**config.mk**
```make
export PLATFORM = sky130hd
export DESIGN_NAME = tcc_counter16
export DESIGN_NICKNAME = d
export VERILOG_FILES = /design/src/inc/tcc_pkg.sv /design/src/logic/tcc_counter16.sv
export SDC_FILE = /design/constraint.sdc
export NUM_CORES = 1
export LEC_CHECK = 0
export BUFFER_PORTS_ARGS = -buffer_cell sky130_fd_sc_hd__buf_2
export CORE_UTILIZATION = 45
export DETAILED_ROUTE_END_ITERATION = 6
export SLEW_MARGIN = 30
export SYNTH_ARGS = -nofsm -noshare
export SYNTH_HDL_FRONTEND = slang
export SYNTH_SLANG_ARGS = --single-unit
```
**constraint.sdc**
```tcl
create_clock -name clk_sys -period 3.1 [get_ports clk_sys]
set_input_delay 0.155 -clock clk_sys [delete_from_list [all_inputs] [get_ports clk_sys]]
set_output_delay 0.155 -clock clk_sys [all_outputs]
set_load 0.1 [all_outputs]
```
**src/inc/tcc_pkg.sv**
```systemverilog
// constants for the 16-bit timer/counter with input capture
package tcc_pkg;
    // register offsets on the 8-bit register port
    localparam logic [7:0] ADDR_CTRL_A    = 8'h00;
    localparam logic [7:0] ADDR_CTRL_B    = 8'h01;
    localparam logic [7:0] ADDR_CNT_LOW   = 8'h02;
    localparam logic [7:0] ADDR_CNT_HIGH  = 8'h03;
    localparam logic [7:0] ADDR_CAP_LOW   = 8'h04;
    localparam logic [7:0] ADDR_CAP_HIGH  = 8'h05;
    localparam logic [7:0] ADDR_FLAGS     = 8'h06;
    localparam logic [7:0] ADDR_IRQ_EN    = 8'h07;
    localparam logic [7:0] ADDR_CMP_CTRL  = 8'h08;
    // control A fields
    localparam int CTRLA_WGM_LSB = 0;      // waveform mode bits 1:0
    // control B fields
    localparam int CTRLB_CS_LSB  = 0;      // clock source select 2:0
    localparam int CTRLB_WGM_LSB = 3;      // waveform mode bits 3:2
    localparam int CTRLB_EDGE    = 6;      // capture edge: 1 rising
    localparam int CTRLB_FILT    = 7;      // capture filter enable
    // flag / enable bit positions
    localparam int FLAG_OVF      = 0;
    localparam int FLAG_CAP      = 5;
    // comparator control field
    localparam int CMP_CAP_SEL   = 2;
    // reset values
    localparam logic [7:0]  RST_BYTE    = 8'h00;
    localparam logic [15:0] RST_WORD    = 16'h0000;
    // counter extremes
    localparam logic [15:0] VAL_BOTTOM  = 16'h0000;
    localparam logic [15:0] VAL_MAX     = 16'hFFFF;
    localparam logic [15:0] TOP_8BIT    = 16'h00FF;
    localparam logic [15:0] TOP_9BIT    = 16'h01FF;
    localparam logic [15:0] TOP_10BIT   = 16'h03FF;
    // filter length in system clock samples
    localparam int FILT_SAMPLES = 4;
    // clock source codes
    localparam logic [2:0] CS_STOP      = 3'h0;
    localparam logic [2:0] CS_DIV1      = 3'h1;
    localparam logic [2:0] CS_DIV8      = 3'h2;
    localparam logic [2:0] CS_DIV64     = 3'h3;
    localparam logic [2:0] CS_DIV256    = 3'h4;
    localparam logic [2:0] CS_DIV1024   = 3'h5;
    localparam logic [2:0] CS_EXT_FALL  = 3'h6;
    localparam logic [2:0] CS_EXT_RISE  = 3'h7;
    // waveform modes that change the count sequence
    localparam logic [3:0] WGM_NORMAL   = 4'h0;
    localparam logic [3:0] WGM_PC8      = 4'h1;
    localparam logic [3:0] WGM_PC9      = 4'h2;
    localparam logic [3:0] WGM_PC10     = 4'h3;
    localparam logic [3:0] WGM_FAST8    = 4'h5;
    localparam logic [3:0] WGM_FAST9    = 4'h6;
    localparam logic [3:0] WGM_FAST10   = 4'h7;
    localparam logic [3:0] WGM_PFC_CAP  = 4'h8;
    localparam logic [3:0] WGM_PC_CAP   = 4'hA;
    localparam logic [3:0] WGM_CTC_CAP  = 4'hC;
    localparam logic [3:0] WGM_FAST_CAP = 4'hE;
endpackage

```
**src/logic/tcc_counter16.sv**
```systemverilog
// 16-bit up/down counter with input capture and 8-bit register port
module tcc_counter16 (
    input  wire logic       clk_sys,       // system clock 100 MHz
    input  wire logic       rst_n,         // synchronous reset, active low
    input  wire logic [7:0] regAddr,       // register address
    input  wire logic [7:0] regWdata,      // register write data
    input  wire logic       regWr,         // write strobe
    input  wire logic       regRd,         // read strobe
    output logic      [7:0] regRdata,      // read data, cycle after strobe
    input  wire logic       prescaleTick,  // prescaler tap for selected divider
    input  wire logic       extClkPin,     // external count clock pin
    input  wire logic       capturePin,    // capture pin
    input  wire logic       comparatorOut, // comparator output
    input  wire logic       ovfIrqAck,     // overflow interrupt serviced
    input  wire logic       capIrqAck,     // capture interrupt serviced
    output logic            ovfIrq,        // overflow interrupt request
    output logic            capIrq,        // capture interrupt request
    output logic            atTop,         // counter equals top
    output logic            atBottom       // counter equals zero
);
    logic [7:0]  ctrlAReg, ctrlBReg, irqEnReg, cmpCtrlReg, tempReg;
    logic [15:0] countReg, captureReg;
    logic        ovfFlagReg, capFlagReg, upReg;
    logic [1:0]  extSyncReg, capSyncReg, cmpSyncReg;
    logic        extPrevReg, filtOutReg, edgePrevReg;
    localparam int FILT_DEPTH = tcc_pkg::FILT_SAMPLES;
    logic [FILT_DEPTH-2:0] filtShiftReg; // last three samples; the live input is the fourth
    logic [3:0]  wgm;
    logic [2:0]  clkSel;
    logic [15:0] topVal;
    logic        countTick, capTopMode, dualSlope, srcLevel, edgeIn, capEvent, cntLowWr;

    // waveform mode split across both control registers
    assign wgm = {ctrlBReg[tcc_pkg::CTRLB_WGM_LSB +: 2], ctrlAReg[tcc_pkg::CTRLA_WGM_LSB +: 2]};
    assign clkSel = ctrlBReg[tcc_pkg::CTRLB_CS_LSB +: 3];
    assign capTopMode = (wgm == tcc_pkg::WGM_PFC_CAP) || (wgm == tcc_pkg::WGM_PC_CAP) ||
                        (wgm == tcc_pkg::WGM_CTC_CAP) || (wgm == tcc_pkg::WGM_FAST_CAP);
    assign dualSlope = (wgm == tcc_pkg::WGM_PC8) || (wgm == tcc_pkg::WGM_PC9) ||
                       (wgm == tcc_pkg::WGM_PC10) || (wgm == tcc_pkg::WGM_PFC_CAP) ||
                       (wgm == tcc_pkg::WGM_PC_CAP);
    assign cntLowWr = regWr && (regAddr == tcc_pkg::ADDR_CNT_LOW);

    // top value chosen by mode
    always_comb begin
        case (wgm)
            tcc_pkg::WGM_PC8, tcc_pkg::WGM_FAST8:   topVal = tcc_pkg::TOP_8BIT;
            tcc_pkg::WGM_PC9, tcc_pkg::WGM_FAST9:   topVal = tcc_pkg::TOP_9BIT;
            tcc_pkg::WGM_PC10, tcc_pkg::WGM_FAST10: topVal = tcc_pkg::TOP_10BIT;
            tcc_pkg::WGM_PFC_CAP, tcc_pkg::WGM_PC_CAP,
            tcc_pkg::WGM_CTC_CAP, tcc_pkg::WGM_FAST_CAP: topVal = captureReg;
            default: topVal = tcc_pkg::VAL_MAX;
        endcase
    end
    assign atTop = (countReg == topVal);
    assign atBottom = (countReg == tcc_pkg::VAL_BOTTOM);

    // synchronizers for pins from outside the clock domain
    always_ff @(posedge clk_sys) begin
        if (!rst_n) begin
            extSyncReg <= 2'h0;
            capSyncReg <= 2'h0;
            cmpSyncReg <= 2'h0;
            extPrevReg <= 1'b0;
        end else begin
            extSyncReg <= {extSyncReg[0], extClkPin};
            capSyncReg <= {capSyncReg[0], capturePin};
            cmpSyncReg <= {cmpSyncReg[0], comparatorOut};
            extPrevReg <= extSyncReg[1];
        end
    end

    // count clock selection; zero selects no clock
    always_comb begin
        case (clkSel)
            tcc_pkg::CS_STOP:     countTick = 1'b0;
            tcc_pkg::CS_DIV1:     countTick = 1'b1;
            tcc_pkg::CS_EXT_FALL: countTick = extPrevReg && !extSyncReg[1];
            tcc_pkg::CS_EXT_RISE: countTick = !extPrevReg && extSyncReg[1];
            default:              countTick = prescaleTick;
        endcase
    end

    // counter: cpu write first, then clear or count per mode
    always_ff @(posedge clk_sys) begin
        if (!rst_n) begin
            countReg <= tcc_pkg::RST_WORD;
            upReg <= 1'b1;
        end else if (cntLowWr) begin
            countReg <= {tempReg, regWdata};
        end else if (countTick) begin
            if (dualSlope) begin
                if (upReg && atTop) begin
                    upReg <= 1'b0;
                    countReg <= countReg - 16'h0001;
                end else if (!upReg && atBottom) begin
                    upReg <= 1'b1;
                    countReg <= countReg + 16'h0001;
                end else if (upReg) begin
                    countReg <= countReg + 16'h0001;
                end else begin
                    countReg <= countReg - 16'h0001;
                end
            end else begin
                upReg <= 1'b1;
                if (atTop && (wgm != tcc_pkg::WGM_NORMAL)) begin
                    countReg <= tcc_pkg::VAL_BOTTOM;
                end else begin
                    countReg <= countReg + 16'h0001;
                end
            end
        end
    end

    // capture source select and optional noise filter
    assign srcLevel = cmpCtrlReg[tcc_pkg::CMP_CAP_SEL] ? cmpSyncReg[1] : capSyncReg[1];
    always_ff @(posedge clk_sys) begin
        if (!rst_n) begin
            filtShiftReg <= '0;
            filtOutReg <= 1'b0;
        end else begin
            filtShiftReg <= {filtShiftReg[FILT_DEPTH-3:0], srcLevel};
            // live sample counted in, so the filter adds four cycles, not five
            if (&{filtShiftReg, srcLevel}) begin
                filtOutReg <= 1'b1;
            end else if (~|{filtShiftReg, srcLevel}) begin
                filtOutReg <= 1'b0;
            end
        end
    end
    assign edgeIn = ctrlBReg[tcc_pkg::CTRLB_FILT] ? filtOutReg : srcLevel;

    // edge detector, blocked in capture-top modes
    always_ff @(posedge clk_sys) begin
        if (!rst_n) begin
            edgePrevReg <= 1'b0;
        end else begin
            edgePrevReg <= edgeIn;
        end
    end
    assign capEvent = !capTopMode && (edgeIn != edgePrevReg) &&
                      (edgeIn == ctrlBReg[tcc_pkg::CTRLB_EDGE]);

    // capture register: event overwrites, cpu writes only in top modes
    always_ff @(posedge clk_sys) begin
        if (!rst_n) begin
            captureReg <= tcc_pkg::RST_WORD;
        end else if (capEvent) begin
            captureReg <= countReg;
        end else if (regWr && capTopMode && (regAddr == tcc_pkg::ADDR_CAP_LOW)) begin
            captureReg <= {tempReg, regWdata};
        end
    end

    // shared temporary high byte
    always_ff @(posedge clk_sys) begin
        if (!rst_n) begin
            tempReg <= tcc_pkg::RST_BYTE;
        end else if (regRd && (regAddr == tcc_pkg::ADDR_CNT_LOW)) begin
            tempReg <= countReg[15:8];
        end else if (regRd && (regAddr == tcc_pkg::ADDR_CAP_LOW)) begin
            tempReg <= captureReg[15:8];
        end else if (regWr && ((regAddr == tcc_pkg::ADDR_CNT_HIGH) || (regAddr == tcc_pkg::ADDR_CAP_HIGH))) begin
            tempReg <= regWdata;
        end
    end

    // flags: set wins over clear by ack or written one
    always_ff @(posedge clk_sys) begin
        if (!rst_n) begin
            ovfFlagReg <= 1'b0;
            capFlagReg <= 1'b0;
        end else begin
            if (countTick && !cntLowWr && (dualSlope ? (!upReg && atBottom) : atTop)) begin
                ovfFlagReg <= 1'b1;
            end else if (ovfIrqAck || (regWr && (regAddr == tcc_pkg::ADDR_FLAGS) && regWdata[tcc_pkg::FLAG_OVF])) begin
                ovfFlagReg <= 1'b0;
            end
            if (capEvent) begin
                capFlagReg <= 1'b1;
            end else if (capIrqAck || (regWr && (regAddr == tcc_pkg::ADDR_FLAGS) && regWdata[tcc_pkg::FLAG_CAP])) begin
                capFlagReg <= 1'b0;
            end
        end
    end
    assign ovfIrq = ovfFlagReg && irqEnReg[tcc_pkg::FLAG_OVF];
    assign capIrq = capFlagReg && irqEnReg[tcc_pkg::FLAG_CAP];

    // plain control registers
    always_ff @(posedge clk_sys) begin
        if (!rst_n) begin
            ctrlAReg <= tcc_pkg::RST_BYTE;
            ctrlBReg <= tcc_pkg::RST_BYTE;
            irqEnReg <= tcc_pkg::RST_BYTE;
            cmpCtrlReg <= tcc_pkg::RST_BYTE;
        end else if (regWr) begin
            if (regAddr == tcc_pkg::ADDR_CTRL_A) ctrlAReg <= regWdata;
            if (regAddr == tcc_pkg::ADDR_CTRL_B) ctrlBReg <= regWdata;
            if (regAddr == tcc_pkg::ADDR_IRQ_EN) irqEnReg <= regWdata;
            if (regAddr == tcc_pkg::ADDR_CMP_CTRL) cmpCtrlReg <= regWdata;
        end
    end

    // read data one cycle after the read strobe
    always_ff @(posedge clk_sys) begin
        if (!rst_n) begin
            regRdata <= tcc_pkg::RST_BYTE;
        end else if (regRd) begin
            case (regAddr)
                tcc_pkg::ADDR_CTRL_A:   regRdata <= ctrlAReg;
                tcc_pkg::ADDR_CTRL_B:   regRdata <= ctrlBReg;
                tcc_pkg::ADDR_CNT_LOW:  regRdata <= countReg[7:0];
                tcc_pkg::ADDR_CNT_HIGH: regRdata <= tempReg;
                tcc_pkg::ADDR_CAP_LOW:  regRdata <= captureReg[7:0];
                tcc_pkg::ADDR_CAP_HIGH: regRdata <= tempReg;
                tcc_pkg::ADDR_FLAGS:    regRdata <= {2'h0, capFlagReg, 4'h0, ovfFlagReg};
                tcc_pkg::ADDR_IRQ_EN:   regRdata <= irqEnReg;
                tcc_pkg::ADDR_CMP_CTRL: regRdata <= cmpCtrlReg;
                default:                regRdata <= tcc_pkg::RST_BYTE;
            endcase
        end else begin
            regRdata <= tcc_pkg::RST_BYTE;
        end
    end
endmodule // tcc_counter16

```
==> impl_metrics.env <==
export IMPL_hold_depth=2
export IMPL_ys_async_sr_fraction_pct=0
export IMPL_p_per_area_nw_per_um2=397.5
export IMPL_numPortBuffers=37
export IMPL_crit_start="ctrlBReg[4]"
export IMPL_setup_viol=0
export IMPL_overflow=0
export IMPL_grt_pass1_vias=5257
export IMPL_synth_distinct_cells=62
export IMPL_fp_dieW_um=111.9
export IMPL_area_growth_pct=14.38
export IMPL_worstHoldPathType="input pin to flop"
export IMPL_rr_worst_depth=9
export IMPL_drt_first_pass_iters=7
export IMPL_nets=770
export IMPL_drt_wirelength_per_cell_um=21.00
export IMPL_htree_levels=3
export IMPL_grt_usage_pct=30.22
export IMPL_cts_sinks=95
export IMPL_cts_buffers=9
export IMPL_worst_hold_slack_ns=0.008712
export IMPL_cts_root_buf="clkbuf_16"
export IMPL_syn_area_per_cell_um2=7.563
export IMPL_diodes=0
export IMPL_worstSkewPairLatency_ns=0.36
export IMPL_timing_final_crit_period_ns=2.984
export IMPL_r2r_end="countReg[4]"
export IMPL_r2r_slack_ns=0.12
export IMPL_mappedNetlistArea_um2=5438
export IMPL_rsz0062_at_grt="no"
export IMPL_rr_startpoint="ctrlBReg[4]"
export IMPL_cts_tree="yes"
export IMPL_drt_wl_total_mm=18.67
export IMPL_drv_slew=0
export IMPL_gp_congestion=0.9333
export IMPL_final_core_util_pct=53.56
export IMPL_synth_nets=748
export IMPL_initial_core_util_pct=46.82
export IMPL_fp_dieArea_um2=12530
export IMPL_ys_flop_type="dfxtp_1"
export IMPL_hold_viol=0
export IMPL_p_leak_uw=0.002370
export IMPL_required_ns=3.35
export IMPL_coreArea_um2=11610
export IMPL_maxCapViolCount=0
export IMPL_synth_edf_count=0
export IMPL_grt_max_degree=37
export IMPL_rows=39
export IMPL_violations="DRC"
export IMPL_drt_vias_per_instance=6.496
export IMPL_holdPathEnd="extSyncReg[0]"
export IMPL_max_freq_mhz=335.1
export IMPL_cts_buffer_depth=2
export IMPL_yosysWarningCount=0
export IMPL_drive_above_1_share_pct=16.09
export IMPL_drt_iter0_markers=637
export IMPL_worst_slew_pin_slew_ns=0.8529
export IMPL_drtAntennaViolNets=0
export IMPL_ir_drop_uv=411.4
export IMPL_skew_ns=0.007173
export IMPL_worstPathMaxFanout=5
export IMPL_remaining_drc_errors=4
export IMPL_ys_ff_latch=95
export IMPL_grt_first_pass_wirelength_mm=28.90
export IMPL_path_class="flop to flop"
export IMPL_worstSetupEndpointType="flop"
export IMPL_hpwl_mm=13.39
export IMPL_relSlewSlack_pct=43.08
export IMPL_place_area_um2=5901
export IMPL_ios=38
export IMPL_vias=5775
export IMPL_die_h_um=111.9
export IMPL_final_area_um2=6220
export IMPL_hp_start="extClkPin"
export IMPL_syn_inst=719
export IMPL_clk_pin_slew_ns=0.07
export IMPL_outcome="finished with violations"
export IMPL_cp_data_arrival_time_ns=3.23
export IMPL_seq_area_frac_synth_pct=34.97
export IMPL_antenna_found_initial=0
export IMPL_start_kind="flop"
export IMPL_period_share_pct=96.27
-- layout make-up --
class	count	area, um2
Tap cell	143	178.9
Fill cell	1111	5394
Inverter	11	46.29
Timing Repair Buffer	75	490.5
Multi-Input combinational cell	549	3319
Clock buffer	10	229.0
Clock inverter	6	51.30
Sequential cell	95	1904
-- cell families (layout without fill, tap and decap cells) --
logic type,Yosys count,count (layout),share of synthesized area [%]
AOI/OAI and AO/OA,210,210,25.17
xor gates and xnor gates,17,17,2.738
adders and majority gates,3,3,0.6904
buffers and inverters,75,102,5.591
DFF,95,95,34.97
muxes,21,21,3.958
and+or+nand+nor,298,298,26.88
-- worst max-delay path: stages, from the launching register on --
cell      delay (ns)
dfxtp_1         0.32
or3_1           0.40
and3_1          0.19
or4_4           0.52
nor4_4          0.26
and3_1          0.33
o22a_1          0.24
a21boi_0        0.31
o221a_2         0.25
nor3_1          0.05
-- cell usage after synthesis (4+ instances only) --
cell type,instances,share of area (%)
nand2_1,105,7.2
dfxtp_1,95,35
a21oi_1,82,7.5
nor2_1,55,3.8
clkbuf_1,53,3.7
nand3_1,41,3.8
a22oi_1,31,4.3
o21ai_0,21,1.9
and2_1,17,2.0
mux2i_1,17,3.1
nor3_1,16,1.5
and3_1,14,1.6
a211oi_1,11,1.5
inv_1,11,0.76
xor2_1,10,1.6
nor4_1,9,1.0
a222oi_1,8,1.5
a31oi_1,8,0.92
nand4_1,7,0.81
xnor2_1,7,1.1
a311oi_1,6,0.97
nand2b_1,6,0.69
a21o_1,5,0.69
nor2b_1,5,0.58
o211ai_1,5,0.69
o31ai_1,5,0.69
buf_2,4,0.37
mux2_2,4,0.83
or3_1,4,0.46
or4b_2,4,0.74
-- worst max path at each step --
| stage | to | cells after the start |
|---|---|---|
| after floorplan | countReg[15] | 12 |
| after global placement | countReg[4] | 10 |
| after detailed placement | countReg[14] | 10 |
| after CTS | countReg[14] | 10 |
| after global routing | countReg[4] | 10 |
| final | countReg[4] | 9 |
-- state kept, by name, indices dropped and copies added, names as in the netlist --
signal / flops
extPrevReg: 1
ctrlBReg: 8
captureReg: 16
tempReg: 8
capSyncReg: 2
filtShiftReg: 3
regRdata: 8
upReg: 1
edgePrevReg: 1
cmpCtrlReg: 8
ovfFlagReg: 1
cmpSyncReg: 2
capFlagReg: 1
ctrlAReg: 8
countReg: 16
extSyncReg: 2
filtOutReg: 1
irqEnReg: 8
-- per-layer routing --
layer	GRT usage, %	part of all wire (%)	vias up	wire [um]
li1	-	-	2668	-
met1	40.84	43	2785	8034
met2	46.00	44	275	8307
met3	6.859	9.0	47	1674
met4	13.15	3.5	0	651
met5	0	0	-	0
-- power by group --
group          switching [uW]  leakage, uW  internal, uW
clock                     530     0.000134           556
sequential               8.38     0.000768          1230
combinational             105      0.00147          44.7
total                     644      0.00237          1830
-- placed cells by master, fill, tap and decap left out, types with 4 or more instances in the layout --
cell,instances
nor2b_1,5
nor3_1,13
a211oi_1,11
nand4_1,7
inv_1,7
nand2_1,105
o21ai_0,21
a311oi_1,6
a222oi_1,8
nor2_1,52
nor4_1,6
a21oi_1,81
o211ai_1,5
mux2i_1,17
and2_1,17
clkbuf_16,9
or3_1,4
buf_4,36
buf_2,36
dfxtp_1,93
xnor2_1,7
nand2b_1,6
nand3_1,40
a31oi_1,8
a21o_1,5
and3_1,14
xor2_1,10
o31ai_1,5
a22oi_1,31
or4b_2,4
-- stage by stage --
stage          power, uW  std cells  TNS [ns]  worst slack (ns)
6_report            2472        889         0            0.1157
5_1_grt             2535        889         0           0.01231
4_1_cts             2481        888         0            0.1049
3_5_place_dp        1407        870         0            0.1306
3_3_place_gp        1405        870         0            0.2073
2_1_floorplan       1349        719   -0.2226           -0.1248
-- what timing repair did --
action                     in CTS  in global routing
setup endpoints to repair       0                  9
hold buffers                    2                  0
resized for setup               0                  2
hold endpoints to repair        2                  0
buffers inserted                0                  1
(Power assumes the default switching activity.)
